File: src/verilog/pcs_pkg.sv
// Package for the program counter, return stack and indirect address decoder.
// Assumes one core clock; the block's constants live here, while pcs_core writes its port widths as literals.
package pcs_pkg;
   localparam int PC_W         = 15;
   localparam int SP_W         = 5;
   localparam int STACK_DEPTH  = 16;
   localparam logic [4:0]  SP_EMPTY     = 5'h1f;
   localparam logic [4:0]  SP_TOP       = 5'h0f;
   localparam logic [14:0] PC_RESET     = 15'h0000;
   localparam logic [15:0] BANKED_LAST  = 16'h1fff;
   localparam logic [15:0] LINEAR_FIRST = 16'h2000;
   localparam logic [15:0] LINEAR_LAST  = 16'h2fef;
   localparam logic [12:0] GPR_BLOCK    = 13'h0050;
   localparam logic [6:0]  GPR_BASE     = 7'h20;
   localparam logic [6:0]  BANK_SPAN    = 7'h00;
   localparam logic [15:0] PORT0_ADDR   = 16'h0000;
   localparam logic [15:0] PORT1_ADDR   = 16'h0001;
   localparam int FLASH_BIT    = 15;
   localparam int CALL_W       = 11;
   localparam logic [1:0] REG_TOS_LOW  = 2'h0;
   localparam logic [1:0] REG_TOS_HIGH = 2'h1;
   localparam logic [1:0] REG_SP       = 2'h2;
   localparam logic [1:0] REG_FLAGS    = 2'h3;

   typedef enum logic [2:0] {
      PCS_OP_NONE, PCS_OP_CALL, PCS_OP_CALL_VIA_WORKING, PCS_OP_IRQ,
      PCS_OP_RET, PCS_OP_BRW, PCS_OP_BRA, PCS_OP_PCL_WR
   } pcs_op_t;

   typedef struct packed {
      logic [1:0] region;
      logic [15:0] addr;
      logic        suppress;
      logic        read_zero;
   } pcs_ind_t;

   localparam logic [1:0] REGION_DATA  = 2'h0;
   localparam logic [1:0] REGION_FLASH = 2'h1;
   localparam logic [1:0] REGION_NONE  = 2'h2;
endpackage : pcs_pkg

File: src/verilog/pcs_core.sv
// Program counter, 16-entry return stack and indirect pointer decoder.
// Assumes instruction execution gives one-cycle op strobes and synchronous inputs.
`timescale 1ns/1ns
`default_nettype none

// Functional notes
// RQ1: A write to the low PC byte loads upper bits from the high latch too.
// RQ2: A call takes bits 10:0 from operand, 14:11 from latch bits 6:3.
// RQ3: Call via working loads low byte from W, upper bits from latch.
// RQ4: Branch via working loads PC plus one plus unsigned W.
// RQ5: Branch literal loads PC plus one plus sign-extended operand.
// RQ6: Return stack holds 16 entries of 15 bits, outside memory spaces.
// RQ7: Calls and interrupts push, returns pop; the high latch stays unchanged.
// RQ8: Push increments pointer then writes; pop reads then decrements pointer.
// RQ9: With fault reset off the stack wraps circularly.
// RQ10: Overflow and underflow flags set on faults whatever the reset option.
// RQ11: With fault reset on, a stack fault resets the device and flags it.
// RQ12: Top-of-stack registers show and write the entry at the pointer.
// RQ13: Empty pointer is 0x1F; top reads zero, or entry 0x0F without reset.
// RQ14: Indirect port accesses go to the location its 16-bit pointer gives.
// RQ15: Pointer at either indirect port reads zero and suppresses the write.
// RQ16: Pointers 0x0000 to 0x1FFF map directly onto banked data addresses.
// RQ17: Pointers 0x2000 to 0x2FEF chain the 80-byte blocks of all banks.
// RQ18: Linear addresses without memory behind them read as zero.
// RQ19: Common memory is not part of the linear region.
// RQ20: Pointer MSB set addresses flash; only the low byte is returned.
// RQ21: Writes through the indirect port to flash are ignored.
// RQ22: Indirect flash reads take one extra instruction cycle.
// RQ23: PC is 15 bits, cleared on reset; upper bits only via the latch.
// RQ24: Linear offset n selects bank n/80 at address 0x20 plus n mod 80.
module pcs_core
   import pcs_pkg::*;
(
   // Clock and reset
   input  wire logic          SYS_CLK_I,
   input  wire logic          RESETN_I,
   // Instruction execution
   input  wire pcs_op_t       OP_I,
   input  wire logic [10:0]   CALL_ADDR_I,
   input  wire logic [8:0]    BRA_OFFSET_I,
   input  wire logic [7:0]    W_I,
   input  wire logic [7:0]    PC_LOW_WDATA_I,
   input  wire logic          PC_ADVANCE_I,
   input  wire logic          STACK_FAULT_RESET_EN_I,
   // Register port
   input  wire logic [1:0]    REG_ADDR_I,
   input  wire logic [7:0]    REG_WDATA_I,
   input  wire logic          REG_WR_I,
   input  wire logic          REG_RD_I,
   output logic [7:0]         REG_RDATA_O,
   input  wire logic [6:0]    PC_HIGH_LATCH_I,
   // Indirect pointer decode
   input  wire logic [15:0]   IND_PTR_I,
   input  wire logic          IND_WRITE_I,
   input  wire logic          IND_READ_I,
   input  wire logic [13:0]   FLASH_WORD_I,
   input  wire logic [7:0]    DATA_RDATA_I,
   output pcs_ind_t           IND_O,
   output logic [7:0]         IND_RDATA_O,
   output logic               IND_STALL_O,
   // State
   output logic [14:0]        PC_O,
   output logic [14:0]        RET_PC_O,
   output logic               STACK_FAULT_RESET_O,
   output logic               STACK_OVERFLOW_FLAG_O,
   output logic               STACK_UNDERFLOW_FLAG_O,
   output logic [4:0]         STACK_POINTER_O
);

   logic [14:0] pc;
   logic [14:0] stack_mem [STACK_DEPTH];                                   // RQ6
   logic [4:0]  stack_pointer_reg;
   logic        stack_overflow_flag;
   logic        stack_underflow_flag;
   logic        fault_reset;
   logic        flash_wait;
   logic [7:0]  rdata;

   wire logic [14:0] pc_inc   = pc + 15'h0001;
   wire logic [14:0] pc_brw   = pc_inc + {7'h00, W_I};                   // RQ4
   wire logic [14:0] pc_bra   = pc_inc + {{6{BRA_OFFSET_I[8]}}, BRA_OFFSET_I}; // RQ5
   wire logic        do_push  = (OP_I == PCS_OP_CALL) || (OP_I == PCS_OP_CALL_VIA_WORKING)
                                || (OP_I == PCS_OP_IRQ);                  // RQ7
   wire logic        do_pop   = (OP_I == PCS_OP_RET);                    // RQ7
   wire logic        sp_empty = (stack_pointer_reg == SP_EMPTY);
   wire logic        sp_full  = (stack_pointer_reg == SP_TOP);
   wire logic [3:0]  sp_idx   = stack_pointer_reg[3:0];
   wire logic [4:0]  sp_inc   = sp_empty ? 5'h00 : stack_pointer_reg + 5'h01;
   wire logic [3:0]  push_idx = sp_full ? 4'h0 : sp_inc[3:0];             // RQ9
   wire logic        overflow = do_push && sp_full;                        // RQ10
   wire logic        underflow = do_pop && sp_empty;                       // RQ10
   wire logic        tos_zero = sp_empty && STACK_FAULT_RESET_EN_I;         // RQ13
   wire logic [14:0] tos      = tos_zero ? PC_RESET : stack_mem[sp_idx];   // RQ12
   wire logic        tos_wr_lo = REG_WR_I && (REG_ADDR_I == REG_TOS_LOW);
   wire logic        tos_wr_hi = REG_WR_I && (REG_ADDR_I == REG_TOS_HIGH);
   wire logic        sp_wr     = REG_WR_I && (REG_ADDR_I == REG_SP);

   logic [14:0] next_pc;
   always_comb begin
      case (OP_I)
         PCS_OP_CALL:   next_pc = {PC_HIGH_LATCH_I[6:3], CALL_ADDR_I};     // RQ2
         PCS_OP_CALL_VIA_WORKING:  next_pc = {PC_HIGH_LATCH_I, W_I};                  // RQ3
         PCS_OP_BRW:    next_pc = pc_brw;
         PCS_OP_BRA:    next_pc = pc_bra;
         PCS_OP_PCL_WR: next_pc = {PC_HIGH_LATCH_I, PC_LOW_WDATA_I};       // RQ1
         PCS_OP_RET:    next_pc = stack_mem[sp_idx];                       // RQ8
         default:       next_pc = PC_ADVANCE_I ? pc_inc : pc;
      endcase
   end

   // RQ23
   always_ff @(posedge SYS_CLK_I or negedge RESETN_I) begin
      if (!RESETN_I) begin
         pc <= PC_RESET;
      end else if (fault_reset) begin
         pc <= PC_RESET;
      end else begin
         pc <= next_pc;
      end
   end

   // The stack array has no reset; only the pointer defines emptiness.
   always_ff @(posedge SYS_CLK_I) begin
      if (do_push && !(overflow && STACK_FAULT_RESET_EN_I)) begin
         stack_mem[push_idx] <= (OP_I == PCS_OP_IRQ) ? pc : pc_inc;        // RQ8
      end else if (tos_wr_lo) begin
         stack_mem[sp_idx][7:0] <= REG_WDATA_I;                             // RQ12
      end else if (tos_wr_hi) begin
         stack_mem[sp_idx][14:8] <= REG_WDATA_I[6:0];                       // RQ12
      end
   end

   logic [4:0] next_sp;
   always_comb begin
      if (do_push) begin
         next_sp = sp_full ? 5'h00 : sp_inc;                               // RQ9
      end else if (do_pop) begin
         next_sp = (stack_pointer_reg == 5'h00) ? SP_EMPTY
                 : sp_empty ? SP_TOP : stack_pointer_reg - 5'h01;          // RQ8
      end else if (sp_wr) begin
         next_sp = REG_WDATA_I[4:0];                                        // RQ12
      end else begin
         next_sp = stack_pointer_reg;
      end
   end

   // Flags survive the stack fault reset so software can see its cause.
   always_ff @(posedge SYS_CLK_I or negedge RESETN_I) begin
      if (!RESETN_I) begin
         stack_pointer_reg    <= SP_EMPTY;                                  // RQ13
         stack_overflow_flag  <= 1'b0;
         stack_underflow_flag <= 1'b0;
         fault_reset          <= 1'b0;
      end else begin
         stack_pointer_reg    <= fault_reset ? SP_EMPTY : next_sp;
         stack_overflow_flag  <= overflow
                                 || (stack_overflow_flag && !(REG_WR_I
                                 && REG_ADDR_I == REG_FLAGS && !REG_WDATA_I[1])); // RQ10
         stack_underflow_flag <= underflow
                                 || (stack_underflow_flag && !(REG_WR_I
                                 && REG_ADDR_I == REG_FLAGS && !REG_WDATA_I[0])); // RQ10
         fault_reset          <= (overflow || underflow) && STACK_FAULT_RESET_EN_I; // RQ11
      end
   end

   wire logic [7:0] rd_mux =
      (REG_ADDR_I == REG_TOS_LOW)  ? tos[7:0] :
      (REG_ADDR_I == REG_TOS_HIGH) ? {1'b0, tos[14:8]} :
      (REG_ADDR_I == REG_SP)       ? {3'h0, stack_pointer_reg} :
      {6'h00, stack_overflow_flag, stack_underflow_flag};

   always_ff @(posedge SYS_CLK_I or negedge RESETN_I) begin
      if (!RESETN_I) begin
         rdata <= 8'h00;
      end else begin
         rdata <= REG_RD_I ? rd_mux : 8'h00;
      end
   end

   // Indirect decode. Linear offset split into bank and in-bank address.
   wire logic        is_flash   = IND_PTR_I[FLASH_BIT];                    // RQ20
   wire logic        is_banked  = !is_flash && (IND_PTR_I <= BANKED_LAST);  // RQ16
   wire logic        is_linear  = !is_flash && (IND_PTR_I >= LINEAR_FIRST)
                                  && (IND_PTR_I <= LINEAR_LAST);            // RQ17
   wire logic [12:0] lin_off    = IND_PTR_I[12:0];
   wire logic [12:0] lin_bank   = lin_off / GPR_BLOCK;                      // RQ24
   wire logic [12:0] lin_mod    = lin_off % GPR_BLOCK;                      // RQ24
   wire logic [15:0] lin_addr   = {lin_bank[8:0], GPR_BASE + lin_mod[6:0]}; // RQ19
   wire logic        is_port    = (IND_PTR_I == PORT0_ADDR)
                                  || (IND_PTR_I == PORT1_ADDR);             // RQ15
   pcs_ind_t next_ind;
   always_comb begin
      next_ind.region    = is_flash ? REGION_FLASH
                         : (is_banked || is_linear) ? REGION_DATA : REGION_NONE; // RQ18
      next_ind.addr      = is_flash ? {1'b0, IND_PTR_I[14:0]}
                         : is_linear ? lin_addr : IND_PTR_I;                // RQ14
      next_ind.suppress  = is_port || is_flash || !(is_banked || is_linear); // RQ21
      next_ind.read_zero = is_port || !(is_flash || is_banked || is_linear);
   end

   wire logic [7:0] ind_data = next_ind.read_zero ? 8'h00
                             : is_flash ? FLASH_WORD_I[7:0] : DATA_RDATA_I; // RQ20

   always_ff @(posedge SYS_CLK_I or negedge RESETN_I) begin
      if (!RESETN_I) begin
         flash_wait <= 1'b0;
         IND_O      <= '0;
         IND_RDATA_O <= 8'h00;
      end else begin
         flash_wait  <= IND_READ_I && is_flash && !flash_wait;             // RQ22
         IND_O       <= next_ind;
         IND_RDATA_O <= ind_data;
      end
   end

   assign IND_STALL_O            = IND_READ_I && is_flash && !flash_wait;  // RQ22
   assign REG_RDATA_O            = rdata;
   assign PC_O                   = pc;
   assign RET_PC_O               = tos;
   assign STACK_FAULT_RESET_O    = fault_reset;
   assign STACK_OVERFLOW_FLAG_O  = stack_overflow_flag;
   assign STACK_UNDERFLOW_FLAG_O = stack_underflow_flag;
   assign STACK_POINTER_O        = stack_pointer_reg;

   wire unused_ok = IND_WRITE_I;

   pc_write_a: assert property (@(posedge SYS_CLK_I) disable iff (!RESETN_I) // RQ1
      (OP_I == PCS_OP_PCL_WR) && !fault_reset
      |=> pc == {$past(PC_HIGH_LATCH_I), $past(PC_LOW_WDATA_I)})
      else $error("low byte write did not load whole counter");
   call_load_a: assert property (@(posedge SYS_CLK_I) disable iff (!RESETN_I) // RQ2
      (OP_I == PCS_OP_CALL) && !fault_reset
      |=> pc == {$past(PC_HIGH_LATCH_I[6:3]), $past(CALL_ADDR_I)})
      else $error("call target wrong");
   brw_load_a: assert property (@(posedge SYS_CLK_I) disable iff (!RESETN_I) // RQ4
      (OP_I == PCS_OP_BRW) && !fault_reset
      |=> pc == $past(pc) + 15'h0001 + {7'h00, $past(W_I)})
      else $error("branch via working target wrong");
   push_ptr_a: assert property (@(posedge SYS_CLK_I) disable iff (!RESETN_I) // RQ8
      do_push && !sp_full && !sp_empty && !fault_reset
      |=> stack_pointer_reg == $past(stack_pointer_reg) + 5'h01)
      else $error("push did not advance pointer");
   ovf_flag_a: assert property (@(posedge SYS_CLK_I) disable iff (!RESETN_I) // RQ10
      overflow |=> stack_overflow_flag)
      else $error("overflow flag not set");
   fault_rst_a: assert property (@(posedge SYS_CLK_I) disable iff (!RESETN_I) // RQ11
      (overflow || underflow) && STACK_FAULT_RESET_EN_I
      |=> fault_reset ##1 (pc == PC_RESET && stack_pointer_reg == SP_EMPTY))
      else $error("stack fault reset missing");
   port_zero_a: assert property (@(posedge SYS_CLK_I) disable iff (!RESETN_I) // RQ15
      is_port |=> IND_RDATA_O == 8'h00 && IND_O.suppress)
      else $error("self pointer not blocked");
   flash_wait_a: assert property (@(posedge SYS_CLK_I) disable iff (!RESETN_I) // RQ22
      IND_READ_I && is_flash && !flash_wait |=> flash_wait)
      else $error("flash read took no extra cycle");
   call_via_working_load_a: assert property (@(posedge SYS_CLK_I) disable iff (!RESETN_I) // RQ3
      (OP_I == PCS_OP_CALL_VIA_WORKING) && !fault_reset
      |=> pc == {$past(PC_HIGH_LATCH_I), $past(W_I)})
      else $error("call via working target wrong");
   bra_load_a: assert property (@(posedge SYS_CLK_I) disable iff (!RESETN_I) // RQ5
      (OP_I == PCS_OP_BRA) && !fault_reset
      |=> pc == $past(pc) + 15'h0001
               + {{6{$past(BRA_OFFSET_I[8])}}, $past(BRA_OFFSET_I)})
      else $error("literal branch target wrong");
   ret_load_a: assert property (@(posedge SYS_CLK_I) disable iff (!RESETN_I) // RQ8
      do_pop && !sp_empty && !fault_reset
      |=> pc == $past(RET_PC_O))
      else $error("return did not load stacked counter");
   pop_ptr_a: assert property (@(posedge SYS_CLK_I) disable iff (!RESETN_I) // RQ8
      do_pop && !sp_empty && (stack_pointer_reg != 5'h00) && !fault_reset
      |=> stack_pointer_reg == $past(stack_pointer_reg) - 5'h01)
      else $error("pop did not lower pointer");
   push_wrap_a: assert property (@(posedge SYS_CLK_I) disable iff (!RESETN_I) // RQ9
      do_push && sp_full && !STACK_FAULT_RESET_EN_I && !fault_reset
      |=> stack_pointer_reg == 5'h00)
      else $error("full stack did not wrap");
   unf_flag_a: assert property (@(posedge SYS_CLK_I) disable iff (!RESETN_I) // RQ10
      underflow |=> stack_underflow_flag)
      else $error("underflow flag not set");
   flash_supp_a: assert property (@(posedge SYS_CLK_I) disable iff (!RESETN_I) // RQ21
      is_flash |=> IND_O.suppress && (IND_O.region == REGION_FLASH))
      else $error("flash write not suppressed");

endmodule : pcs_core

`default_nettype wire

File: config.mk
export PLATFORM = sky130hd
export DESIGN_NAME = pcs_core
export DESIGN_NICKNAME = d
export VERILOG_FILES = /design/src/verilog/pcs_pkg.sv /design/src/verilog/pcs_core.sv
export SDC_FILE = /design/constraint.sdc
export NUM_CORES = 1
export LEC_CHECK = 0
export BUFFER_PORTS_ARGS = -buffer_cell sky130_fd_sc_hd__buf_2
export CELL_PAD_IN_SITES_DETAIL_PLACEMENT = 1
export CELL_PAD_IN_SITES_GLOBAL_PLACEMENT = 1
export CORE_AREA = 10 10 181 183
export DETAILED_ROUTE_END_ITERATION = 7
export DIE_AREA = 0 0 191 193
export MAX_ROUTING_LAYER = met4
export PLACE_DENSITY = 0.88
export SYNTH_ARGS = -nofsm -noshare
export SYNTH_HDL_FRONTEND = slang
export SYNTH_SLANG_ARGS = --single-unit
export TNS_END_PERCENT = 10
File: constraint.sdc
create_clock -name SYS_CLK_I -period 9.4 [get_ports SYS_CLK_I]
set_clock_uncertainty 0.15 [all_clocks]
set_input_delay 1.88 -clock SYS_CLK_I [delete_from_list [all_inputs] [get_ports SYS_CLK_I]]
set_output_delay 1.88 -clock SYS_CLK_I [all_outputs]
set_load 0.05 [all_outputs]
==> results of run 1 <==
## Yosys cell counts (all sizes together) (5+ instances only)
library cell / instances
nor2: 105
nand2: 104
and3: 6
nand3b: 12
dfstp: 5
nor4: 9
buf: 22
a211oi: 7
nor2b: 12
or2: 5
inv: 23
a31oi: 12
nand3: 15
o221ai: 8
ha: 17
nor3b: 8
mux4: 75
xnor2: 17
dfrtp: 54
a221oi: 9
a21oi: 93
nor3: 26
mux2: 12
o22ai: 5
and2: 18
nand2b: 15
o21ai: 63
mux2i: 13
edfxtp: 240
a22oi: 7
xor2: 29
a21boi: 6
clkbuf: 59
## stage by stage
| step | utilization (%) | hold WS (ps) | instance area [um2] | std cells | setup WS (ps) |
|---|---|---|---|---|---|
| 2_1_floorplan | - | 473 | 14900 | 1168 | 4320 |
| 3_3_place_gp | 54.7 | 243 | 16000 | 1651 | 3400 |
| 3_5_place_dp | 54.7 | 274 | 16000 | 1651 | 3290 |
| 4_1_cts | 57.8 | 304 | 16900 | 1698 | 3020 |
| 5_1_grt | 57.9 | 335 | 16900 | 1702 | 2570 |
| 6_report | 57.9 | 311 | 16900 | 1702 | 2950 |
## metal layers
metal  part of all wire (%)  up-vias
li1                       -     4693
met2                     50      580
met3                    8.9      122
met4                    3.2        0
met5                      0        -
met1                     38     5557
## layout by cell type (no fill, tap or decap), types with 8 or more instances in the layout
master / instances
a21oi_1: 89
a221oi_1: 9
a31oi_1: 10
and2_1: 17
buf_2: 168
buf_4: 9
clkbuf_16: 29
dfrtp_1: 54
edfxtp_1: 240
ha_1: 17
inv_1: 23
mux2_2: 12
mux2i_1: 13
mux4_2: 75
nand2_1: 104
nand2b_1: 15
nand3_1: 15
nand3b_1: 11
nor2_1: 104
nor2b_1: 12
nor3_1: 26
nor3b_1: 8
nor4_1: 9
o21ai_0: 56
o221ai_1: 8
xnor2_1: 17
xor2_1: 29
## sequential cells by signal, indices dropped and copies added (netlist names)
signal	flops
PC_O	15
STACK_UNDERFLOW_FLAG_O	1
STACK_POINTER_O	5
STACK_FAULT_RESET_O	1
REG_RDATA_O	8
IND_O	19
IND_RDATA_O	8
STACK_OVERFLOW_FLAG_O	1
flash_wait	1
stack_mem	240
## power by group through the flow
stage          clock network, uW  registers (uW)  logic (uW)
2_1_floorplan                  0            1980        1130
3_3_place_gp                   0            1850        1710
3_5_place_dp                   0            1870        1800
4_1_cts                     1150            1850        1830
5_1_grt                     1200            1860        1980
6_report                    1130            1850        1860
## area by class of cell
type | instances | area, um2 | share of cell area [%]
antenna | 1 | 2.50 | 0.0148
clock buffer | 33 | 741 | 4.37
clock inverter | 14 | 158 | 0.931
inverter | 24 | 90.1 | 0.532
multi-input combinational | 764 | 5860 | 34.6
sequential | 299 | 8690 | 51.3
tap | 390 | 488 | 2.88
timing repair buffer | 177 | 908 | 5.36
## worst max path at each step
stage	start	end	cells past startpoint
after detailed placement	STACK_POINTER_O[0]	stack_mem[8][7]	9
after global placement	OP_I[2]	PC_O[11]	16
after floorplan	IND_PTR_I[15]	IND_STALL_O	3
after global routing	STACK_POINTER_O[0]	stack_mem[12][10]	10
final	STACK_POINTER_O[0]	stack_mem[8][0]	10
after CTS	STACK_POINTER_O[0]	RET_PC_O[6]	6
## worst register-to-register path, delay by kind of cell, from the launching register on
kind	cells	cell delay (ps)
adder cells (fa/ha/maj)	1	470
buffers and inverters	1	820
AND/OR/NAND/NOR	6	2710
AO/OA/AOI/OAI	2	1170
flip-flops	1	780
## cell families after synthesis
logic type / count (synthesis) / share of synthesized area (%)
other: 1 / 0.0251
AND/OR/NAND/NOR: 354 / 11.5
buffers and inverters: 105 / 2.80
flip-flops: 299 / 58.1
AO/OA/AOI/OAI: 244 / 10.2
adder cells (fa/ha/maj): 19 / 1.62
XOR/XNOR: 46 / 2.70
multiplexers: 100 / 13.1
==> impl_results.md, run 1 <==
* Status: completed
* Pwr/cell area at 286 mW/mm2
* Synth area leaders: edfxtp_1, mux4_2, dfrtp_1
* Synth async-reset ratio at 19.7%
* Die Ht at 193 um
* CORE AREA at between 0.02 and 0.03 mm2
* Number of global-route vias before repair at 11300
* CTS Hold Buffers Added at 0
* Total track usage at 24.9%
* Combinational fraction of design power at 38.4%
* Crit. End Element: flip-flop
* Worst Hold Class: reg -> reg
* Pin count of the biggest net entering global routing at approximately 70
* Worst reg2reg path endpoint: stack_mem[8][0]
* Detail Route Antenna Nets at 0
* #FFs+latches synth at around 300
* Crit path max-delay family: simple AND/OR/NAND/NOR gates
* Vias per cell at 6.43
* Final cycle utilization of the critical path at 68.6%
* Crit path max fanout at 54
* GR Layer Usage met3 at 4.60%
* Fraction of layout cells with a size suffix above 1 at 25.2%
* Final Hold Fails at 0
* Post_cts resized at 0
* GRT overflow at 0
* Die area at 0.0369 mm2
* Worst EP required at 9450 ps
* CTS tree: yes
* # Post-CTS Setup Buffers at 0
* Buffers added on ports at about 170
* # clock sinks at 299
* Drt total wl at 45500 um
* Area fraction of the dominant cell type after synthesis at 48.2%
* Crit-path cells: buf_4 -> ha_1 -> and3_1 -> nand2_1 -> o21ai_1 -> nand3b_1 -> nand2_1 -> nor3b_1 -> a31oi_1 -> nor2_1
* Clock transition at path regs at 70 ps
* Critical Path AT at 6500 ps
* Total power at 4840 uW
* Hold-critical path endpoint: flash_wait
* Post-Syn Instances at between 1000 and 1500
* Leakage at 0.00612 uW
* DP HPWL at 31700 um
* VDD IR max at about 150 uV
* IO Pins at 177
* Pre-Repair DR Iteration Count at 5
* Vias at 11000
* Largest area contributor in the netlist: edfxtp_1
* Cell Rows at 63
* Worst-margin pin slew at 1320 ps
* Average size of a mapped cell at 12.8 um2
* RSZ-0062 raised after global routing: false
* Final setup violation count at 0
* Clock root buffer: clkbuf_16
* Netlist cell types at 82
* EDFF count, synth at 240
* Setup TNS at 0 ps
* Global routing's busiest layer: met2
* Worst hold path cell count at 1
* Sequential Power Share at 38.2%
* Drc violations at 0
* Minimum clock period at between 6000 and 7000 ps
* Fmax at between 150 and 200 MHz
* Post-Syn Area at around 0.015 mm2
* Sw Share at just under 40%
* Area delta synth->final at 13.3%
* Slew Viols, Final at 0
* Critical path class: reg -> reg
* Global-route wire length before repair at 69300 um
* CP max stage delay at 980 ps
* Met2 Use GR at slightly above 40%
* CP most frequent cell: nand2_1
* Clock power share at 23.4%
* Setup crit start kind: flip-flop
* Htree depth at 1
* Synth Warn # at 0
* Worst-skew pair later-pin latency at 560 ps
* Initial Util at 51.1%
* Reg-to-Reg Start: STACK_POINTER_O[0]
* NumNets Final at 1415
* Max cap viols at 0
* Top_reg_cell synth: edfxtp_1
* CP Buf/Inv Count at 1
* TritonCTS buffer count at 29
* Reg2Reg Depth at 10
* Hold_sp: flash_wait
* Rel. slew slack at 12.0%
* GRT met1 Usage at just over 30%
* Gpl congestion at between 0.8 and 0.9
* Slowest cell on crit path: nand3b_1
* Worst reg2reg setup slack at slightly below 3000 ps
* Synthesized Nets at approximately 1300
* Longest Clk Path Bufs at 3
* Die X at 191 um
* Drt first-iter violations at around 1100
* Switch Pwr at 1890 uW
* Seq/Total Area, Yosys at 58.1%
* Initial antenna violation count at 1
* Internal at 2950 uW
* Per-cell routed wire length at 26.7 um
* Fill cells at just under 3000
No activity file was read; power rests on OpenSTA's default activity.
==> run 2, diff against run 1 <==
Settings changed: CORE_AREA 10 10 181 183 to 10 10 198 200, DIE_AREA 0 0 191 193 to 0 0 208 210, PLACE_DENSITY 0.88 to 0.78.
Clock period 9.4 ns to 5.5 ns, I/O delays scaled along.
==> run 2 against run 1 <==
Compared with the run above:
- wire length fell by 1.7%
- cell count up 5.2%
- critical path depth decreased by 5
- die area up 18%
- highest routed layer unchanged
- sequential power increased by 71%
==> impl_results.md, run 2 (synthesis results as in run 1) <==
* Initial antenna violation count at 1 (unchanged)
* Critical path class: reg -> out
* Slew Viols, Final at 0 (unchanged)
* Number of global-route vias before repair at 11100 (-1.3%)
* Cell Rows at 69 (+9.5%)
* Critical Path AT at 3660 ps (-2840 ps)
* Status: completed
* Combinational fraction of design power at 37.4% (-1.0 points)
* Met1 Wirelength at 17800 um (+2.6%)
* Leakage at 0.00624 uW (+2.0%)
* Longest Clk Path Bufs at 3 (unchanged)
* Most frequent cells in the layout: edfxtp_1, buf_2, nand2_1, nor2_1, a21oi_1
* # clock sinks at 299 (unchanged)
* Reg area at 0.00869 mm2 (unchanged)
* Pin count of the biggest net entering global routing at 60 (-15%)
* Die Ht at 210 um (+8.8%)
* Die area at 0.0437 mm2 (+18%)
* Post_cts resized at 0 (unchanged)
* Final cycle utilization of the critical path at 89.3%
* RSZ-0062 raised after global routing: false
* CTS Hold Buffers Added at 0 (unchanged)
* Initial Util at 42.4% (-8.7 points)
* Minimum clock period at 4910 ps
* VDD IR max at 321 uV (+110%)
* Setup crit start kind: flip-flop
* Worst-margin pin slew at 1290 ps (-29.3 ps)
* Clock root buffer: clkbuf_16
* Total track usage at 20.4% (-4.5 points)
* Max layer used: met4
* TritonCTS buffer count at 29 (unchanged)
* Commonest non-fill, non-tap cell in the layout: edfxtp_1
* Max reg flops at 240 (unchanged)
* Reg with most FFs: stack_mem
* Htree depth at 1 (unchanged)
* Die X at 208 um (+8.9%)
* Clock transition at path regs at 70 ps (about the same)
* NumNets Final at 1426 (+0.78%)
* Pre-Repair DR Iteration Count at 5 (unchanged)
* CORE AREA at 0.0352 mm2 (+20%)
* DP HPWL at 32000 um (+1.0%)
* Detail Route Antenna Nets at 0 (unchanged)
* Worst EP required at 4250 ps (-5200 ps)
* Sw Share at 38.4% (-0.68 points)
* Fraction of layout cells with a size suffix above 1 at 26.0% (+0.79 points)
* Drt total wl at 44700 um (-1.7%)
* Crit path max fanout at 32 (-41%)
* Global-route wire length before repair at 68500 um (-1.1%)
* Total power at 8450 uW (+75%)
* Drt first-iter violations at 851 (-24%)
* Sequential Power Share at 37.4% (-0.8 points)
* Pwr/cell area at 491 mW/mm2 (+72%)
* Drc violations at 0 (unchanged)
* Worst Hold Class: reg -> reg
* Gpl congestion at 0.893 (-0.42%)
* Setup TNS at 0 ps (unchanged)
* Max cap viols at 0 (unchanged)
* Multi-input logic area at 0.00585 mm2 (-0.13%)
* Worst-skew pair later-pin latency at 580 ps (+20 ps)
* Post-layout util at 48.9% (-9.0 points)
* GRT overflow at 0 (unchanged)
* Clock power share at 25.1% (+1.7 points)
* Internal at 5200 uW (+77%)
* Final Hold Fails at 0 (unchanged)
* Min Hold Slack at 291 ps (-19.2 ps)
* Per-cell routed wire length at 24.9 um (-6.6%)
* Vias per cell at 5.93 (-7.9%)
* Fmax at 204 MHz
* Switch Pwr at 3250 uW (+72%)
* CTS tree: yes
* # Post-CTS Setup Buffers at 0 (unchanged)
* IO Pins at 177 (unchanged)
* Area delta synth->final at 15.3%
* Dpl ws at 922 ps (-2370 ps)
* Crit. End Element: output port
* Rel. slew slack at 14.0% (+2.0 points)
* Final setup violation count at 0 (unchanged)
* Worst setup margin at 586 ps (-2360 ps)
* Fill cells at 3676 (+26%)
* Met3 wire length at 2790 um (-31%)
* Vias at 10600 (-3.0%)
* Met2 wire length at 22400 um (-0.90%)
* Buffers added on ports at 168 (unchanged)
## run 2: changes by cell type in the layout (fill, tap and decap cells not counted), sizes merged
cell / previous run / this run
inv: 24 / 25
bufinv: 3 / 6
clkinvlp: 2 / 0
clkinv: 9 / 13
clkbuf: 33 / 34
buf: 177 / 188
## run 2: critical path, stage by stage (launching register included)
cell,delay (ps)
dfstp_4,950
buf_4,440
mux4_2,600
mux4_2,600
and2_1,230
buf_2,220
## run 2: metrics by stage
step,cell area [um2],cells
after floorplan,14900,1168
final,17200,1791
after CTS,17200,1787
after detailed placement,16200,1733
after global routing,17200,1791
after global placement,16200,1733
## run 2: metal layers
metal  GRT usage, %  up-vias
li1               -     4709
met1           24.7     5390
met2           33.4      442
met3           3.46       79
met4           8.77        0
met5              -        -
## run 2: layout make-up
class | instances | area share [%]
clock buffers | 34 | 4.32
repair buffers | 188 | 5.82
clock inverters | 20 | 1.56
diodes | 1 | 0.0145
inverters | 24 | 0.523
well taps | 461 | 3.35
flip-flops and latches | 299 | 50.4
multi-input cells | 764 | 34.0
## run 2: final timing paths
path / startpoint / endpoint / slack, ps / cells past startpoint
setup / recovery: STACK_POINTER_O[0] / RET_PC_O[1] / 590 / 5
hold / removal: flash_wait / flash_wait / 290 / 1
setup reg to reg: STACK_POINTER_O[0] / stack_mem[12][7] / 790 / 10
hold reg to reg: flash_wait / flash_wait / 290 / 1
max in group asynchronous: RESETN_I / PC_O[2] / 4080 / 2
min in group asynchronous: RESETN_I / IND_O[2] / 560 / 2
## run 2: power by group through the flow
stage	clock [uW]	sequential (uW)	combinational (uW)
6_report	2130	3160	3160
2_1_floorplan	0	3380	1930
4_1_cts	2150	3170	3130
3_3_place_gp	0	3180	2970
5_1_grt	2250	3200	3370
3_5_place_dp	0	3210	3100
==> run 3, diff against run 2 <==
Settings changed: PLACE_DENSITY 0.78 to unset, PLACE_DENSITY_LB_ADDON set to 0.1.
==> run 3 against run 2 <==
Compared with the run above:
- via count decreased by 2.9%
- flip-flop and latch count unchanged
- sequential power about the same
- cell count about the same
- wire length decreased by 4.3%
- maximum frequency increased by 3.2%
- register-to-register slack improved by 80 ps
- total power increased by 1.3%
- sequential share of layout area decreased by 0.28 points
- non-clock buffer count decreased by 1
- critical path type unchanged
- largest cell class unchanged
- first-iteration DRC count decreased by 6.5%
- setup slack improved by 150 ps
==> impl_results.md, run 3 (synthesis results as in run 1) <==
* Reg with most FFs: stack_mem
* Cell Rows at 69 (unchanged)
* Die Ht at 210 um (unchanged)
* CORE AREA at 0.0352 mm2 (unchanged)
* Post_cts resized at 0 (unchanged)
* Status: completed
* Hold-critical path endpoint: flash_wait
* Worst EP required at 4250 ps (about the same)
* Slowest cell on crit path: dfstp_4
* Number of global-route vias before repair at 10600 (-4.7%)
* Per-cell routed wire length at 23.9 um (-4.3%)
* Worst-skew pair later-pin latency at 580 ps (about the same)
* Vias at 10300 (-2.9%)
* Worst Hold Class: reg -> reg
* Pwr/cell area at 494 mW/mm2 (+0.74%)
* Rel. slew slack at 13.6% (-0.31 points)
* Final Hold Fails at 0 (unchanged)
* Minimum clock period at 4760 ps (-151 ps)
* Final cycle utilization of the critical path at 86.6% (-2.7 points)
* Drt first-iter violations at 796 (-6.5%)
* TritonCTS buffer count at 31 (+6.9%)
* Longest Clk Path Bufs at 3 (unchanged)
* Crit-path cells: buf_12 -> mux4_2 -> mux4_2 -> and2_1 -> buf_2
* Total track usage at 19.7% (-0.69 points)
* Fill cells at 3669 (-0.19%)
* Post-layout util at 49.2% (+0.27 points)
* Die area at 0.0437 mm2 (unchanged)
* GRT overflow at 0 (unchanged)
* Worst reg2reg path endpoint: stack_mem[15][5]
* Antenna cell count at 0 (-1)
* CTS tree: yes
* Multi-input logic area at 0.00584 mm2 (-0.24%)
* # clock sinks at 299 (unchanged)
* IO Pins at 177 (unchanged)
* VDD IR max at 335 uV (+4.4%)
* CP most frequent cell: mux4_2
* Worst hold path cell count at 1 (unchanged)
* Crit path max fanout at 50 (+56%)
* DP Cell Count at 1733 (unchanged)
* Final setup violation count at 0 (unchanged)
* Htree depth at 1 (unchanged)
* Dpl ws at 665 ps (-257 ps)
* Clock root buffer: clkbuf_16
* Initial Util at 42.4% (unchanged)
* Most frequent cells in the layout: edfxtp_1, buf_2, nand2_1, nor2_1, a21oi_1
* CTS Hold Buffers Added at 0 (unchanged)
* Finished Cell Area at 0.0173 mm2 (+0.55%)
* Worst setup margin at 737 ps (+151 ps)
* Drc violations at 0 (unchanged)
* Critical path class: reg -> out
* Initial antenna violation count at 0 (-1)
* Clock transition at path regs at 60 ps (about the same)
* Pin count of the biggest net entering global routing at 70 (+17%)
* Drt total wl at 42700 um (-4.3%)
* # Post-CTS Setup Buffers at 0 (unchanged)
* NumNets Final at 1427 (+0.070%)
* Fmax at 210 MHz (+3.2%)
* Fin cells at 1792 (+0.056%)
* Pre-Repair DR Iteration Count at 5 (unchanged)
* Setup TNS at 0 ps (unchanged)
* Critical Path AT at 3510 ps (-150 ps)
* RSZ-0062 raised after global routing: false
* Leakage at 0.00629 uW (+0.77%)
* Worst reg2reg setup slack at 870 ps (+80 ps)
* Die X at 208 um (unchanged)
* Max cap viols at 0 (unchanged)
* Reg area at 0.00869 mm2 (unchanged)
* CP max stage delay at 850 ps (-100 ps)
* Max reg flops at 240 (unchanged)
* Hold_sp: flash_wait
* DP HPWL at 31300 um (-2.2%)
* Placed Area at 0.0162 mm2 (unchanged)
* Reg2Reg Depth at 10 (unchanged)
* Fraction of layout cells with a size suffix above 1 at 26.1% (+0.19 points)
* Commonest non-fill, non-tap cell in the layout: edfxtp_1
* Setup crit start kind: flip-flop
* Reg-to-Reg Start: STACK_POINTER_O[0]
* Worst-margin pin slew at 1300 ps (+4.67 ps)
* Crit. End Element: output port
* Global-route wire length before repair at 66500 um (-2.9%)
* Slew Viols, Final at 0 (unchanged)
* Gpl congestion at 0.854 (-4.4%)
* Area delta synth->final at 15.9%
* Buffers added on ports at 168 (unchanged)
* Vias per cell at 5.76 (-2.9%)
* Detail Route Antenna Nets at 0 (unchanged)
==> run 3: metal layers <==
layer / GRT usage, % / up-vias / part of all wire (%)
li1: - / 4713 / -
met1: 26.9 / 5265 / 45
met2: 31.0 / 290 / 48
met3: 2.99 / 45 / 5.3
met4: 4.17 / 0 / 1.6
met5: - / - / 0
==> run 3: worst max path at each step <==
| stage | from | endpoint | slack, ps |
|---|---|---|---|
| after floorplan | OP_I[0] | PC_O[11] | 1220 |
| after global placement | OP_I[0] | PC_O[14] | 720 |
| after detailed placement | OP_I[0] | PC_O[14] | 670 |
| after CTS | STACK_POINTER_O[0] | RET_PC_O[6] | 680 |
| after global routing | STACK_POINTER_O[0] | RET_PC_O[6] | 600 |
| final | STACK_POINTER_O[0] | RET_PC_O[5] | 740 |
==> run 3: worst max-delay path, delay by kind of cell (launching register included) <==
kind          cells  cell delay [ps]
mux               2             1190
flops             1              850
buf+inv           2              630
simple gates      1              210
==> run 3: final cells by class <==
class / instances / share of cell area [%]
repair buffers: 187 / 5.75
multi-input cells: 764 / 33.7
clock buffers: 32 / 4.50
well taps: 461 / 3.33
flip-flops and latches: 299 / 50.2
inverters: 24 / 0.520
clock inverters: 25 / 2.04
==> run 3: where the power goes <==
part / leakage, uW / switching (uW) / total (uW) / internal (uW)
Clock: 0.000551 / 902 / 2310 / 1410
Sequential: 0.00286 / 214 / 3140 / 2930
Combinational: 0.00288 / 2090 / 3110 / 1020
==> run 3: stage by stage <==
stage	total power, uW	hold slack (ps)
global placement	6220	250
detailed placement	6310	252
CTS	8640	264
floorplan	5310	473
global route	9010	276
finish	8560	263
